## config.mk

```make
export PLATFORM = sky130hd
export DESIGN_NAME = pic_ctrl
export DESIGN_NICKNAME = d
export VERILOG_FILES = /design/src/rtl/pic_pkg.sv /design/src/rtl/pic_ctrl.sv
export VERILOG_INCLUDE_DIRS = /design/src /design/src/rtl
export SDC_FILE = /design/constraint.sdc
export NUM_CORES = 1
export LEC_CHECK = 0
export ABC_CLOCK_PERIOD_IN_PS = 112800
export BUFFER_PORTS_ARGS = -buffer_cell sky130_fd_sc_hd__buf_4
export CORE_AREA = 4 4 255 257
export CTS_CLUSTER_SIZE = 16
export DETAILED_ROUTE_END_ITERATION = 6
export DIE_AREA = 0 0 259 261
export PLACE_DENSITY = 0.63
export SLEW_MARGIN = 0
export SYNTH_ARGS = -nofsm -noshare
export SYNTH_HDL_FRONTEND = slang
export SYNTH_SLANG_ARGS = --single-unit
export TNS_END_PERCENT = 20
```

## constraint.sdc

```tcl
create_clock -name CLK -period 112.8 [get_ports CLK]
set_clock_uncertainty 0.05 [all_clocks]
set_input_delay 28.2 -clock CLK [delete_from_list [all_inputs] [get_ports CLK]]
set_output_delay 28.2 -clock CLK [all_outputs]
set_load 0.005 [all_outputs]
```

## src/rtl/pic_regs.svh

```systemverilog
// pic_regs.svh: offsets, fields, reset values and counts of the controller
// assumes: included by bare name from the design file only
`ifndef PIC_REGS_SVH
`define PIC_REGS_SVH

// ---------------------------------------------------------------
// register indices (byte address is four times the index)
// ---------------------------------------------------------------
`define PIC_IDX_PIN_PRI_A    32'hffff8348
`define PIC_IDX_PIN_PRI_B    32'hffff834a
`define PIC_IDX_PERI_PRI_C   32'hffff834c
`define PIC_IDX_PERI_PRI_D   32'hffff834e
`define PIC_IDX_PERI_PRI_E   32'hffff8350
`define PIC_IDX_PERI_PRI_F   32'hffff8352
`define PIC_IDX_PERI_PRI_G   32'hffff8354
`define PIC_IDX_PERI_PRI_H   32'hffff8356
`define PIC_IDX_REQ_CTRL     32'hffff8358
`define PIC_IDX_PIN_STATUS   32'hffff835a

// ---------------------------------------------------------------
// fields and reset values
// ---------------------------------------------------------------
`define PIC_PRI_RESET        16'h0000
`define PIC_CTRL_RESET       16'h0000
`define PIC_STATUS_RESET     16'h0000
`define PIC_CTRL_NMI_LVL_BIT 15
`define PIC_CTRL_NMI_EDGE    8
`define PIC_CTRL_SENSE_LSB   0

// ---------------------------------------------------------------
// sources, levels and vectors
// ---------------------------------------------------------------
`define PIC_NUM_PINS         8
`define PIC_NUM_PERI         48
`define PIC_NUM_SRC          58
`define PIC_SRC_NMI          6'h00
`define PIC_SRC_BRK          6'h01
`define PIC_SRC_PIN0         6'h02
`define PIC_SRC_PERI0        6'h0a
`define PIC_LVL_NMI          5'h10
`define PIC_LVL_BRK          5'h0f
`define PIC_MASK_FIXED       4'hf
`define PIC_VEC_NMI          8'h0b
`define PIC_VEC_BRK          8'h0c
`define PIC_VEC_PIN0         8'h40
`define PIC_VEC_PERI0        8'h48

// ---------------------------------------------------------------
// bus timing: data phase cycles minus one
// ---------------------------------------------------------------
`define PIC_WAIT_SHORT       2'h1
`define PIC_WAIT_LONG        2'h3
`define PIC_HSIZE_WORD       3'h2

`endif

```

## src/rtl/pic_pkg.sv

```systemverilog
// pic_pkg.sv: types shared by the priority controller
// assumes: constants come from pic_regs.svh
package pic_pkg;

  // one request as presented to the cpu core
  typedef struct packed {
    logic       valid;
    logic [4:0] level;
    logic [7:0] vector;
    logic [3:0] new_mask;
  } pic_req_s;

  typedef logic [5:0]  pic_src_t;
  typedef logic [15:0] pic_reg_t;

endpackage : pic_pkg

```

## src/rtl/pic_ctrl.sv

```systemverilog
// pic_ctrl.sv: priority interrupt controller with ahb-lite register slave
// assumes: one clock CLK, sync reset, pins asynchronous, peripherals and
// break unit and cpu on CLK
//
// Overview of operation
// - sources carry levels 0..16; programmable sources use 4-bit levels 0..15.
// - a source at level 0 is masked and never forwarded.
// - non-maskable request has level 16 and is accepted at any mask.
// - non-maskable input is edge detected; a control bit picks rising or falling.
// - accepting the non-maskable request loads cpu mask level 15.
// - break request has level 15, is edge detected and latched until accepted.
// - accepting the break request loads cpu mask level 15.
// - each of eight pins selects low-level or falling-edge sensing.
// - each pin has its own 4-bit level in the two pin priority registers.
// - level mode requests while pin is low; the flag follows the pin.
// - edge mode latches a high-to-low transition until accepted.
// - software clears a latched flag by writing 0 after reading 1.
// - accepting a pin request loads cpu mask with its programmed level.
// - peripheral sources have own vectors; each pair shares one level field in six priority registers.
// - accepting a peripheral request loads cpu mask with its level.
// - an output pin tells outside logic that a request is pending.
// - control register reads 0x8000 after reset with pin high, else 0x0000.
// - a read-only bit shows the current non-maskable pin level.
// - register accesses take two cycles, longword accesses four.
// - equal levels resolve by fixed order, also inside shared fields.
// - each source supplies its vector; pins use 64 to 71.
`timescale 1ns/1ps
`include "pic_regs.svh"

module pic_ctrl (
  // clock and reset
  input  wire logic             CLK,
  input  wire logic             RESET,
  // ahb-lite slave
  input  wire logic             HSEL,
  input  wire logic [31:0]      HADDR,
  input  wire logic [1:0]       HTRANS,
  input  wire logic             HWRITE,
  input  wire logic [2:0]       HSIZE,
  input  wire logic [31:0]      HWDATA,
  input  wire logic             HREADY,
  output logic      [31:0]      HRDATA,
  output logic                  HREADYOUT,
  output logic                  HRESP,
  // device pins
  input  wire logic             NMI_PIN,
  input  wire logic [7:0]       EXT_REQUEST_PINS_N,
  output logic                  EVENT_NOTIFY_OUT_N,
  // on-chip sources
  input  wire logic             BREAK_UNIT_REQ,
  input  wire logic [47:0]      PERIPH_REQ,
  // cpu core
  input  wire logic [3:0]       CPU_MASK_LEVEL,
  input  wire logic             CPU_ACK,
  output pic_pkg::pic_req_s     CPU_REQ
);

  // ---------------------------------------------------------------
  // helpers
  // ---------------------------------------------------------------
  function automatic logic idx_hit(input logic [29:0] word_addr,
                                   input logic [31:0] idx);
    idx_hit = (word_addr == idx[29:0]);
  endfunction : idx_hit

  // nibble n: register n/4, bits 15-12 first
  function automatic logic [3:0] nibble_of(
      input pic_pkg::pic_reg_t regs [0:7], input logic [4:0] n);
    nibble_of = regs[n[4:2]][(5'd3 - {3'd0, n[1:0]}) * 4 +: 4];
  endfunction : nibble_of

  // one compare of the presented source, shared by every clear path
  function automatic logic src_is(input pic_pkg::pic_src_t src,
                                  input pic_pkg::pic_src_t id);
    src_is = (src == id);
  endfunction : src_is

  // ---------------------------------------------------------------
  // pin synchronisers
  // ---------------------------------------------------------------
  logic       nmi_s1_r;
  logic       nmi_s2_r;
  logic       nmi_d_r;
  logic [7:0] pin_s1_r;
  logic [7:0] pin_s2_r;
  logic [7:0] pin_d_r;
  logic       brk_d_r;

  // idle levels at reset; control bit 15 trails the pin by two edges
  always_ff @(posedge CLK) begin
    if (RESET) begin
      nmi_s1_r <= 1'b0;
      nmi_s2_r <= 1'b0;
      nmi_d_r  <= 1'b0;
      pin_s1_r <= 8'hff;
      pin_s2_r <= 8'hff;
      pin_d_r  <= 8'hff;
      brk_d_r  <= 1'b0;
    end else begin
      nmi_s1_r <= NMI_PIN;
      nmi_s2_r <= nmi_s1_r;
      nmi_d_r  <= nmi_s2_r;
      pin_s1_r <= EXT_REQUEST_PINS_N;
      pin_s2_r <= pin_s1_r;
      pin_d_r  <= pin_s2_r;
      brk_d_r  <= BREAK_UNIT_REQ;
    end
  end

  // ---------------------------------------------------------------
  // ahb-lite slave
  // ---------------------------------------------------------------
  pic_pkg::pic_reg_t pri_r [0:7];
  logic        nmi_edge_r;
  logic [7:0]  sense_r;
  logic [7:0]  flag_r;
  logic [7:0]  seen_r;
  logic        busy_r;
  logic [1:0]  cnt_r;
  logic        wr_r;
  logic [29:0] waddr_r;
  logic        hready_r;
  logic [31:0] hrdata_r;

  wire logic addr_go = HSEL & HTRANS[1] & HREADY;
  wire logic last    = busy_r & (cnt_r == 2'h1);
  wire logic wr_go   = last & wr_r;
  wire logic rd_go   = last & ~wr_r;
  // slow accesses: longword four cycles, narrower two
  wire logic [1:0] wait_ld = (HSIZE == `PIC_HSIZE_WORD) ?
                             `PIC_WAIT_LONG : `PIC_WAIT_SHORT;

  wire logic hit_ctrl = idx_hit(waddr_r, `PIC_IDX_REQ_CTRL);
  wire logic hit_stat = idx_hit(waddr_r, `PIC_IDX_PIN_STATUS);
  logic [7:0] hit_pri;

  // priority word n answers at the first index plus two times n
  genvar gi;
  generate
    for (gi = 0; gi < 8; gi++) begin : g_pri
      assign hit_pri[gi] = idx_hit(waddr_r,
                                   `PIC_IDX_PIN_PRI_A + 32'(2 * gi));
      always_ff @(posedge CLK) begin
        if (RESET) begin
          pri_r[gi] <= `PIC_PRI_RESET;
        end else if (wr_go && hit_pri[gi]) begin
          pri_r[gi] <= HWDATA[15:0];
        end
      end
    end
  endgenerate

  // ---------------------------------------------------------------
  // register read
  // ---------------------------------------------------------------

  // input level bit shows the pin, so reset reads 0x8000 or 0x0000
  wire pic_pkg::pic_reg_t ctrl_rd = {nmi_s2_r, 6'h00, nmi_edge_r,
                                     sense_r};
  // status high byte unused, reads zero
  wire pic_pkg::pic_reg_t stat_rd = {8'h00, flag_r};

  // unmapped words read as zero
  logic [15:0] rd_mux;
  always_comb begin
    rd_mux = 16'h0000;
    for (int i = 0; i < 8; i++) begin
      if (hit_pri[i]) begin
        rd_mux = pri_r[i];
      end
    end
    if (hit_ctrl) begin
      rd_mux = ctrl_rd;
    end
    if (hit_stat) begin
      rd_mux = stat_rd;
    end
  end

  // ---------------------------------------------------------------
  // bus timing
  // ---------------------------------------------------------------

  // writes land in the last data cycle; hwdata stands from the first
  always_ff @(posedge CLK) begin
    if (RESET) begin
      busy_r   <= 1'b0;
      cnt_r    <= 2'h0;
      wr_r     <= 1'b0;
      waddr_r  <= 30'h0;
      hready_r <= 1'b1;
      hrdata_r <= 32'h0;
    end else if (addr_go) begin
      busy_r   <= 1'b1;
      cnt_r    <= wait_ld;
      wr_r     <= HWRITE;
      waddr_r  <= HADDR[31:2];
      hready_r <= 1'b0;
    end else if (busy_r) begin
      cnt_r    <= cnt_r - 2'h1;
      busy_r   <= ~last;
      hready_r <= last;
      if (rd_go) begin
        hrdata_r <= {16'h0000, rd_mux};
      end
    end
  end

  always_ff @(posedge CLK) begin
    if (RESET) begin
      nmi_edge_r <= 1'b0;
      sense_r    <= 8'h00;
    end else if (wr_go && hit_ctrl) begin
      nmi_edge_r <= HWDATA[`PIC_CTRL_NMI_EDGE];
      sense_r    <= HWDATA[`PIC_CTRL_SENSE_LSB +: 8];
    end
  end

  // ---------------------------------------------------------------
  // request sources
  // ---------------------------------------------------------------
  pic_pkg::pic_src_t src_r;
  logic      ack_go;
  logic      nmi_lat_r;
  logic      brk_lat_r;

  // an acknowledge counts only against a request actually shown
  assign ack_go = CPU_ACK & CPU_REQ.valid;

  wire logic nmi_rise = nmi_s2_r & ~nmi_d_r;
  wire logic nmi_fall = ~nmi_s2_r & nmi_d_r;
  wire logic nmi_set  = nmi_edge_r ? nmi_rise : nmi_fall;
  wire logic brk_set  = BREAK_UNIT_REQ & ~brk_d_r;
  wire logic nmi_clr  = ack_go & src_is(src_r, `PIC_SRC_NMI);
  wire logic brk_clr  = ack_go & src_is(src_r, `PIC_SRC_BRK);

  // a new edge in the acknowledge cycle survives
  always_ff @(posedge CLK) begin
    if (RESET) begin
      nmi_lat_r <= 1'b0;
      brk_lat_r <= 1'b0;
    end else begin
      nmi_lat_r <= nmi_set | (nmi_lat_r & ~nmi_clr);
      brk_lat_r <= brk_set | (brk_lat_r & ~brk_clr);
    end
  end

  // ---------------------------------------------------------------
  // pin flags
  // ---------------------------------------------------------------

  // status read with a 1 arms the clear by 0
  wire logic stat_rd_go = rd_go & hit_stat;
  wire logic stat_wr_go = wr_go & hit_stat;
  logic [7:0] pin_req;

  generate
    for (gi = 0; gi < 8; gi++) begin : g_pin
      wire logic fall  = ~pin_s2_r[gi] & pin_d_r[gi];
      wire logic sw_cl = stat_wr_go & ~HWDATA[gi] & seen_r[gi];
      wire logic ack_c = ack_go &
                         src_is(src_r, `PIC_SRC_PIN0 + 6'(gi));
      always_ff @(posedge CLK) begin
        if (RESET) begin
          flag_r[gi] <= 1'b0;
          seen_r[gi] <= 1'b0;
        end else if (!sense_r[gi]) begin
          flag_r[gi] <= ~pin_s2_r[gi];
          seen_r[gi] <= 1'b0;
        end else begin
          flag_r[gi] <= fall | (flag_r[gi] & ~sw_cl & ~ack_c);
          seen_r[gi] <= (seen_r[gi] | (stat_rd_go & flag_r[gi]))
                        & ~sw_cl & ~ack_c;
        end
      end
      // level mode follows the pin directly, not the flag
      assign pin_req[gi] = sense_r[gi] ? flag_r[gi] : ~pin_s2_r[gi];
    end
  endgenerate

  // ---------------------------------------------------------------
  // arbitration
  // ---------------------------------------------------------------
  // level, vector and request of every source, in tie order
  logic [4:0] src_lvl [0:`PIC_NUM_SRC-1];
  logic [7:0] src_vec [0:`PIC_NUM_SRC-1];
  logic       src_on  [0:`PIC_NUM_SRC-1];

  assign src_lvl[0] = `PIC_LVL_NMI;
  assign src_vec[0] = `PIC_VEC_NMI;
  assign src_on[0]  = nmi_lat_r;
  assign src_lvl[1] = `PIC_LVL_BRK;
  assign src_vec[1] = `PIC_VEC_BRK;
  assign src_on[1]  = brk_lat_r;

  generate
    for (gi = 0; gi < `PIC_NUM_PINS; gi++) begin : g_pin_src
      assign src_lvl[2 + gi] = {1'b0, nibble_of(pri_r, 5'(gi))};
      assign src_vec[2 + gi] = `PIC_VEC_PIN0 + 8'(gi);
      assign src_on[2 + gi]  = pin_req[gi];
    end
    // two sources per peripheral field, lower one first
    for (gi = 0; gi < `PIC_NUM_PERI; gi++) begin : g_peri_src
      assign src_lvl[10 + gi] = {1'b0,
                                 nibble_of(pri_r, 5'(8 + gi / 2))};
      assign src_vec[10 + gi] = `PIC_VEC_PERI0 + 8'(gi);
      assign src_on[10 + gi]  = PERIPH_REQ[gi];
    end
  endgenerate

  // ---------------------------------------------------------------
  // winner
  // ---------------------------------------------------------------

  // mask is one cycle old; a raised mask may see one stale request
  logic              best_on;
  logic [4:0]        best_lvl;
  pic_pkg::pic_src_t best_src;

  // scan in fixed order; strict compare keeps the earlier source on ties
  always_comb begin
    best_on  = 1'b0;
    best_lvl = 5'h00;
    best_src = 6'h00;
    for (int i = 0; i < `PIC_NUM_SRC; i++) begin
      if (src_on[i] && src_lvl[i] != 5'h00 &&
          src_lvl[i] > {1'b0, CPU_MASK_LEVEL} &&
          (!best_on || src_lvl[i] > best_lvl)) begin
        best_on  = 1'b1;
        best_lvl = src_lvl[i];
        best_src = 6'(i);
      end
    end
  end

  // ---------------------------------------------------------------
  // cpu request
  // ---------------------------------------------------------------

  // nmi and break load fixed mask 15; others their own level
  wire logic fixed_src = src_is(best_src, `PIC_SRC_NMI) ||
                         src_is(best_src, `PIC_SRC_BRK);
  wire logic [3:0] mask_nxt = fixed_src ? `PIC_MASK_FIXED
                                        : best_lvl[3:0];

  pic_pkg::pic_req_s req_r;
  logic              notify_n_r;

  // drop for one cycle after an acknowledge so a cleared latch is not re-sent
  always_ff @(posedge CLK) begin
    if (RESET) begin
      req_r      <= '0;
      src_r      <= 6'h00;
      notify_n_r <= 1'b1;
    end else begin
      req_r.valid    <= best_on & ~ack_go;
      req_r.level    <= best_lvl;
      req_r.vector   <= src_vec[best_src];
      req_r.new_mask <= mask_nxt;
      src_r          <= best_src;
      notify_n_r     <= ~(best_on & ~ack_go);
    end
  end

  // ---------------------------------------------------------------
  // outputs
  // ---------------------------------------------------------------
  assign HRDATA             = hrdata_r;
  assign HREADYOUT          = hready_r;
  assign HRESP              = 1'b0;
  assign CPU_REQ            = req_r;
  assign EVENT_NOTIFY_OUT_N = notify_n_r;

endmodule : pic_ctrl

```

==> implementation parameters, run 1 <==
Parameter                              Value

Status
  Status    finished, violations left
  Violations in the final reports    DRC

Die
  Initial core utilization    slightly below 40%
  Die W    between 200 and 300 µm
  Core area    62700 µm²
  # IOs    190
  Die footprint    between 60000 and 70000 µm²
  Number of standard-cell rows in the floorplan    92
  Die Height    about 260 µm

Global routing
  Global routing usage summed across all routing layers    approximately a quarter
  Met2 usage    42.6%
  Antenna violations before repair    0
  Global-route wire length before repair    between 100 and 150 mm
  Fraction of met3 tracks used by global routing    around 4.2%
  Global routing usage on met1    around 37%
  Maximum number of pins on one net before global-route repair    94
  Vias in the first global route    25100
  GRT busiest layer    met2
  Total global routing overflow    0

Logic synthesis
  Most frequently used flop master after synthesis    sky130_fd_sc_hd__dfxtp_1
  Yosys top cell area share    roughly 21%
  Top cells by area in the synthesized netlist    sky130_fd_sc_hd__dfxtp_1, sky130_fd_sc_hd__ha_1, sky130_fd_sc_hd__nand2_1
  Count of synthesis-stage warnings from yosys    0
  Unique masters post-synth    122
  Number of flops mapped to enable cells by yosys    0
  Synth async-reset ratio    0%
  Sequential-to-total area share from yosys stat    20.7%
  Yosys reg bits    ~260
  Post-synth top area cell    sky130_fd_sc_hd__dfxtp_1
  Combined area of all synthesized cells    24900 µm²
  Post-Synthesis Mean Instance Area    7.74 µm²
  Gate count of the mapped netlist    3219

Route
  Via count    28100
  Per-cell routed wire length    about 21 µm
  Number of nets still failing antenna checks after routing    0
  Vias per inst    around 6.0
  # DRC    11
  Post-detailed-routing wire length    100 mm
  First-pass iteration count of the detailed router    7
  DRT iter0 DRCs    roughly 2800

Cells and area
  Final cell count without fillers    around 4700
  Ant diodes    0
  Commonest non-fill, non-tap cell in the layout    sky130_fd_sc_hd__buf_4
  Fin nets    roughly 4400
  Fraction of layout instances using a drive strength above 1    35.3%
  Most frequent cells in the layout    sky130_fd_sc_hd__buf_4, sky130_fd_sc_hd__nand2_1, sky130_fd_sc_hd__ha_1
  Synthesis-to-layout area growth    40.5%

Worst setup path
  Highest-delay cell along the critical path    sky130_fd_sc_hd__o32a_1
  Crit-path most repeated cell    sky130_fd_sc_hd__o21a_1
  Worst Reg-to-Reg Cells    about 520
  Largest driver fanout on the critical path    7
  Maximum cell stage delay along the critical path    between 0.4 and 0.5 ns
  Gate family responsible for the most delay along the worst path    compound AO/OA/AOI/OAI gates
  Type of the setup path with the least slack    in -> reg
  Startpoint type of the worst setup path    input port
  Slack of the worst reg-to-reg path    between 20 and 30 ns
  CP Capture Type    flop
  Levels on crit path    517
  Count of buffer and inverter cells on the critical path    39
  Data arrival at the endpoint of the critical path    113.07 ns
  Required time of the critical path    between 100 and 150 ns

STA
  Worst slew pin tran    1.39 ns
  Hold violation count in the final report    0
  Time the final worst path needs with I/O delays and setup    112.69 ns
  Count of endpoints failing setup in the final report    0
  Max-slew violation count    0
  Unrepaired setup endpoints after global routing    true
  Part of the cycle the worst path needs    around 100%
  Worst Setup Slack, final    roughly 0.11 ns
  Final-layout setup total negative slack    0 ns
  Highest Clock Rate    around 8.9 MHz
  Headroom to the max-slew limit    under 10%

Clock tree
  Number of CTS-inserted buffers    28
  Number of sinks handled by clock tree synthesis    around 260
  Worst skew pair latency    approximately 0.57 ns
  Clock Root Buffer    sky130_fd_sc_hd__clkbuf_16
  Largest buffer count on any clock path    3
  Register clock-pin slew on the reported worst setup and hold paths    approximately 0.060 ns
  Total number of H-tree levels    1
  TritonCTS clock tree    built

Min path
  Hold-critical path depth    1
  Worst Hold Class    reg -> reg

Place
  Placed insts    ~4500
  Detailed placement HPWL    72.4 mm
  Place WS    -3.67 ns
  Routability congestion estimate    between 0.9 and 1
  Number of port buffers    152

Power
  Power per standard cell area    about 7.5 nW/µm²
  Worst IR Drop VDD    about 11 µV
  Leakage dissipation    14.4 nW

Job
  Max-cap violations    0
-- Yosys cell counts (23+ instances only) --
| master | number |
|---|---|
| sky130_fd_sc_hd__nor3_1 | 41 |
| sky130_fd_sc_hd__inv_1 | 133 |
| sky130_fd_sc_hd__or2_2 | 35 |
| sky130_fd_sc_hd__o21a_1 | 95 |
| sky130_fd_sc_hd__clkbuf_1 | 101 |
| sky130_fd_sc_hd__nand2_1 | 513 |
| sky130_fd_sc_hd__a41o_1 | 23 |
| sky130_fd_sc_hd__nand2b_1 | 45 |
| sky130_fd_sc_hd__a41oi_1 | 40 |
| sky130_fd_sc_hd__o211ai_1 | 31 |
| sky130_fd_sc_hd__nor2_1 | 199 |
| sky130_fd_sc_hd__a21oi_1 | 317 |
| sky130_fd_sc_hd__dfxtp_1 | 258 |
| sky130_fd_sc_hd__a21o_1 | 30 |
| sky130_fd_sc_hd__mux2i_1 | 46 |
| sky130_fd_sc_hd__a31oi_1 | 42 |
| sky130_fd_sc_hd__o21ai_0 | 155 |
| sky130_fd_sc_hd__nand4_1 | 50 |
| sky130_fd_sc_hd__ha_1 | 357 |
| sky130_fd_sc_hd__nor2b_1 | 108 |
| sky130_fd_sc_hd__nand3_1 | 32 |
| sky130_fd_sc_hd__mux2_2 | 32 |
| sky130_fd_sc_hd__a22oi_1 | 29 |
-- final cells by class --
cell class              count  area (µm²)
clock inverters             9         154
well taps                 846        1060
multi-input cells        2690       21500
flip-flops and latches    258        5170
repair buffers            752        5840
fillers                  5659       27700
clock buffers              35         737
inverters                 133         513
-- registers in the layout, summed over array words and instances (netlist names), 2 cells and up --
signal and flops:
HRDATA 16, seen_r 8, flag_r 8, waddr_r 30
sense_r 8, cnt_r 2, CPU_REQ 17, pin_d_r 8
src_r 6, pin_s1_r 8, pin_s2_r 8, pri_r 128
-- repair_timing --
action                                  4_1_cts  5_1_grt
buffers inserted                             36      114
gates cloned                                  0        0
resized for setup                           105      543
endpoints found under the hold margin         0        0
endpoints found under the setup margin       21       21
pin swaps                                    44      299
hold buffers                                  0        0
-- logic make-up (layout without fill, tap and decap cells) --
logic type / after synthesis / in the layout / share of synthesized area (%)
compound gates: 1076 / 1076 / 30.4
mux: 83 / 83 / 3.58
xor+xnor: 1 / 1 / 0.0352
other cells: 1 / 18 / 0.0151
buf+inv: 288 / 929 / 4.91
simple gates: 1155 / 1155 / 22.4
flops: 258 / 258 / 20.7
fa+ha+maj: 357 / 357 / 17.9
-- per-layer routing --
layer / part of all wire [%] / wire, µm
met1: 43 / 42900
met2: 45 / 45400
met3: 8.4 / 8460
met4: 3.6 / 3620
met5: 0 / 0
-- worst paths after layout --
| path | startpoint | end |
|---|---|---|
| max | CPU_MASK_LEVEL[2] | CPU_REQ[8]$_SDFF_PP0_ |
| min reg2reg | pin_s1_r[3]$_SDFF_PP1_ | pin_s2_r[3]$_SDFF_PP1_ |
| max reg2reg | nmi_lat_r$_SDFF_PP0_ | CPU_REQ[8]$_SDFF_PP0_ |
| min | pin_s1_r[3]$_SDFF_PP1_ | pin_s2_r[3]$_SDFF_PP1_ |
-- report_power, final --
group	internal (W)	switching [W]	total [W]	leakage [nW]
clock	0.0000529	0.0000388	0.0000917	0.425
sequential	0.0000927	0.00000102	0.0000937	2.09
combinational	0.0000391	0.0000377	0.0000768	11.9
-- through the flow --
stage	power, W	util, %	hold slack [ns]	instance area (µm²)
floorplan	0.000131	-	0.339	25100
global placement	0.000154	47.9	0.345	30000
detailed placement	0.000155	47.9	0.345	30000
CTS	0.000247	50.3	0.358	31500
global route	0.000272	55.8	0.368	35000
finish	0.000262	55.8	0.355	35000
Power figures use the tool's default switching activity.
==> inputs of run 2 (changes only) <==
--- a/config.mk
+++ b/config.mk
@@ -8,11 +8,13 @@
 export LEC_CHECK = 0
 export ABC_CLOCK_PERIOD_IN_PS = 112800
 export BUFFER_PORTS_ARGS = -buffer_cell sky130_fd_sc_hd__buf_4
+export CELL_PAD_IN_SITES_DETAIL_PLACEMENT = 0
+export CELL_PAD_IN_SITES_GLOBAL_PLACEMENT = 1
 export CORE_AREA = 4 4 255 257
 export CTS_CLUSTER_SIZE = 16
 export DETAILED_ROUTE_END_ITERATION = 6
 export DIE_AREA = 0 0 259 261
-export PLACE_DENSITY = 0.63
+export PLACE_DENSITY = 0.79
 export SLEW_MARGIN = 0
 export SYNTH_ARGS = -nofsm -noshare
 export SYNTH_HDL_FRONTEND = slang
==> implementation parameters, run 2 (synthesis gave the netlist of run 1 again) <==
Parameter                              Value

Status
  Status    finished, violations left
  Violations in the final reports    DRC

Power
  Clock network fraction of design power    35.8% (+0.8 points)
  Part of the total power dissipated in sequential elements    35.6% (about the same)
  Switching share of power    29.1% (-0.47 points)
  Worst IR Drop VDD    9.73 µV (-12%)
  Power after layout    0.000263 W (+0.28%)
  Power per standard cell area    7.64 nW/µm² (+2.0%)
  Combinational power share    28.5% (-0.8 points)
  Leakage dissipation    14.2 nW (-1.5%)
  Switching component of the power    0.0000765 W (-1.3%)
  Internal portion of total power    0.000186 W (+0.94%)

Cells and area
  Fin nets    4342 (-0.34%)
  Storage element area    5170 µm² (unchanged)
  Register with the highest flop count    pri_r
  Share of the core filled with cells    54.9% (-0.94 points)
  Largest register FFs    128 (unchanged)
  Synthesis-to-layout area growth    38.1%
  # fillers    5817 (+2.8%)
  Multi-input combinational cell area    21100 µm² (-2.1%)
  Most frequent cells in the layout    sky130_fd_sc_hd__buf_4, sky130_fd_sc_hd__nand2_1, sky130_fd_sc_hd__ha_1
  Commonest non-fill, non-tap cell in the layout    sky130_fd_sc_hd__buf_4
  Ant diodes    0 (unchanged)
  Final cell count without fillers    4712 (-0.23%)
  Fraction of layout instances using a drive strength above 1    33.7% (-1.6 points)

Place
  Detailed placement HPWL    73.1 mm (+0.96%)
  Routability congestion estimate    0.986 (+5.7%)
  Placed insts    4516 (-0.38%)
  Number of port buffers    152 (unchanged)

STA
  Worst slew pin tran    1.22 ns (-0.169 ns)
  Unrepaired setup endpoints after global routing    true
  Part of the cycle the worst path needs    99.3% (-0.60 points)
  Highest Clock Rate    8.93 MHz (+0.60%)
  Max-slew violation count    0 (unchanged)
  Count of endpoints failing setup in the final report    0 (unchanged)
  Time the final worst path needs with I/O delays and setup    112.01 ns (-0.677 ns)
  Final-layout setup total negative slack    0 ns (unchanged)
  Headroom to the max-slew limit    17.4% (+11 points)
  Hold violation count in the final report    0 (unchanged)

Global routing
  Antenna violations before repair    1 (+1)
  Maximum number of pins on one net before global-route repair    91 (-3.2%)
  Vias in the first global route    25000 (-0.12%)
  Global-route wire length before repair    145 mm (+0.96%)
  Global routing usage summed across all routing layers    26.9% (+0.45 points)
  Total global routing overflow    0 (unchanged)

Route
  Vias per inst    5.89 (-1.2%)
  Number of nets still failing antenna checks after routing    0 (unchanged)
  # DRC    4 (-7)
  Via count    27700 (-1.5%)
  Post-detailed-routing wire length    100 mm (-0.28%)
  Per-cell routed wire length    21.3 µm (about the same)
  DRT iter0 DRCs    2344 (-15%)
  First-pass iteration count of the detailed router    7 (unchanged)

Clock tree
  TritonCTS clock tree    built
  Number of sinks handled by clock tree synthesis    258 (unchanged)
  Number of CTS-inserted buffers    27 (-3.6%)
  Total number of H-tree levels    1 (unchanged)
  Register clock-pin slew on the reported worst setup and hold paths    0.06 ns (about the same)
  Largest buffer count on any clock path    3 (unchanged)
  Clock Root Buffer    sky130_fd_sc_hd__clkbuf_16
  Hold buffer count at cts    0 (unchanged)
  Worst skew pair latency    0.57 ns (about the same)

Die
  Initial core utilization    39.7% (unchanged)
  Die footprint    67600 µm² (unchanged)
  # IOs    190 (unchanged)
  Number of standard-cell rows in the floorplan    92 (unchanged)
  Die Height    261 µm (unchanged)
  Core area    62700 µm² (unchanged)
  Die W    259 µm (unchanged)

Worst setup path
  Highest-delay cell along the critical path    sky130_fd_sc_hd__or4_4
  Largest driver fanout on the critical path    8 (+1)
  Data arrival at the endpoint of the critical path    112.35 ns (-0.72 ns)
  Type of the setup path with the least slack    in -> reg
  CP Capture Type    flop
  Required time of the critical path    113.14 ns (-0.04 ns)
  Crit-path most repeated cell    sky130_fd_sc_hd__o21a_1
  Maximum cell stage delay along the critical path    0.49 ns (+0.06 ns)
  Startpoint type of the worst setup path    input port

Job
  Max-cap violations    0 (unchanged)

Min path
  Worst Hold Class    reg -> reg
==> run 2: cell count changes in the layout (fill, tap and decap cells not counted), moves of 6 or more <==
cell	change
sky130_fd_sc_hd__buf_6	-18
sky130_fd_sc_hd__clkbuf_8	+6
sky130_fd_sc_hd__ha_1	+13
sky130_fd_sc_hd__ha_4	-8
sky130_fd_sc_hd__nor2b_1	+11
sky130_fd_sc_hd__nor2b_4	-9
sky130_fd_sc_hd__nor3_1	+6
sky130_fd_sc_hd__o21ai_1	+9
==> run 2: area by class of cell <==
cell class | count | share of cell area, %
clock buffers | 39 | 2.30
clock inverters | 8 | 0.414
inverters | 133 | 1.48
multi-input cells | 2691 | 61.3
flip-flops and latches | 258 | 15.0
well taps | 846 | 3.08
repair buffers | 737 | 16.5
==> run 2: per-layer routing <==
layer	track usage, %	vias up	share of wire, %
met5	0	-	0.0090
li1	-	13200	-
met3	3.53	194	7.8
met2	43.7	1024	45
met1	37.6	13300	44
met4	7.29	2	3.4
==> run 2: power groups by stage <==
| stage | combinational, W | sequential, W | clock (W) |
|---|---|---|---|
| after detailed placement | 0.0000590 | 0.0000957 | 0 |
| after global routing | 0.0000812 | 0.0000938 | 0.0000983 |
| after CTS | 0.0000620 | 0.0000936 | 0.0000943 |
| after global placement | 0.0000582 | 0.0000957 | 0 |
| final | 0.0000750 | 0.0000937 | 0.0000942 |
| after floorplan | 0.0000357 | 0.0000953 | 0 |
==> run 2: what timing repair did <==
action                     4_1_cts  5_1_grt
setup buffers                   40      109
pin swaps                       39      231
gates resized for setup        105      442
cloned                           1        2
setup endpoints to repair       21       21
==> run 2: worst paths after layout <==
check | cells after the start | slack (ns) | end | start
worst max-delay path | 502 | 0.79 | CPU_REQ[8]$_SDFF_PP0_ | CPU_MASK_LEVEL[2]
worst min-delay path | 1 | 0.35 | pin_s2_r[2]$_SDFF_PP1_ | pin_s1_r[2]$_SDFF_PP1_
worst max register to register | 499 | 28.03 | CPU_REQ[8]$_SDFF_PP0_ | pri_r[125]$_SDFFE_PP0P_
worst min register to register | 1 | 0.35 | pin_s2_r[2]$_SDFF_PP1_ | pin_s1_r[2]$_SDFF_PP1_
==> run 2: critical path, delay by kind of cell <==
family	cells	cell delay (ns)
multiplexers	19	4.34
AO/OA/AOI/OAI	254	40.90
AND/OR/NAND/NOR	133	18.57
buffers and inverters	40	5.30
adder cells (fa/ha/maj)	56	14.82
==> run 2: through the flow <==
| step | instance area (µm²) | hold slack, ns | setup WS, ns |
|---|---|---|---|
| 2_1_floorplan | 25100 | 0.339 | 0.0619 |
| 3_3_place_gp | 29900 | 0.342 | -3.05 |
| 3_5_place_dp | 29900 | 0.343 | -3.68 |
| 4_1_cts | 31500 | 0.357 | 0.0179 |
| 5_1_grt | 34400 | 0.363 | -3.30 |
| 6_report | 34400 | 0.355 | 0.791 |
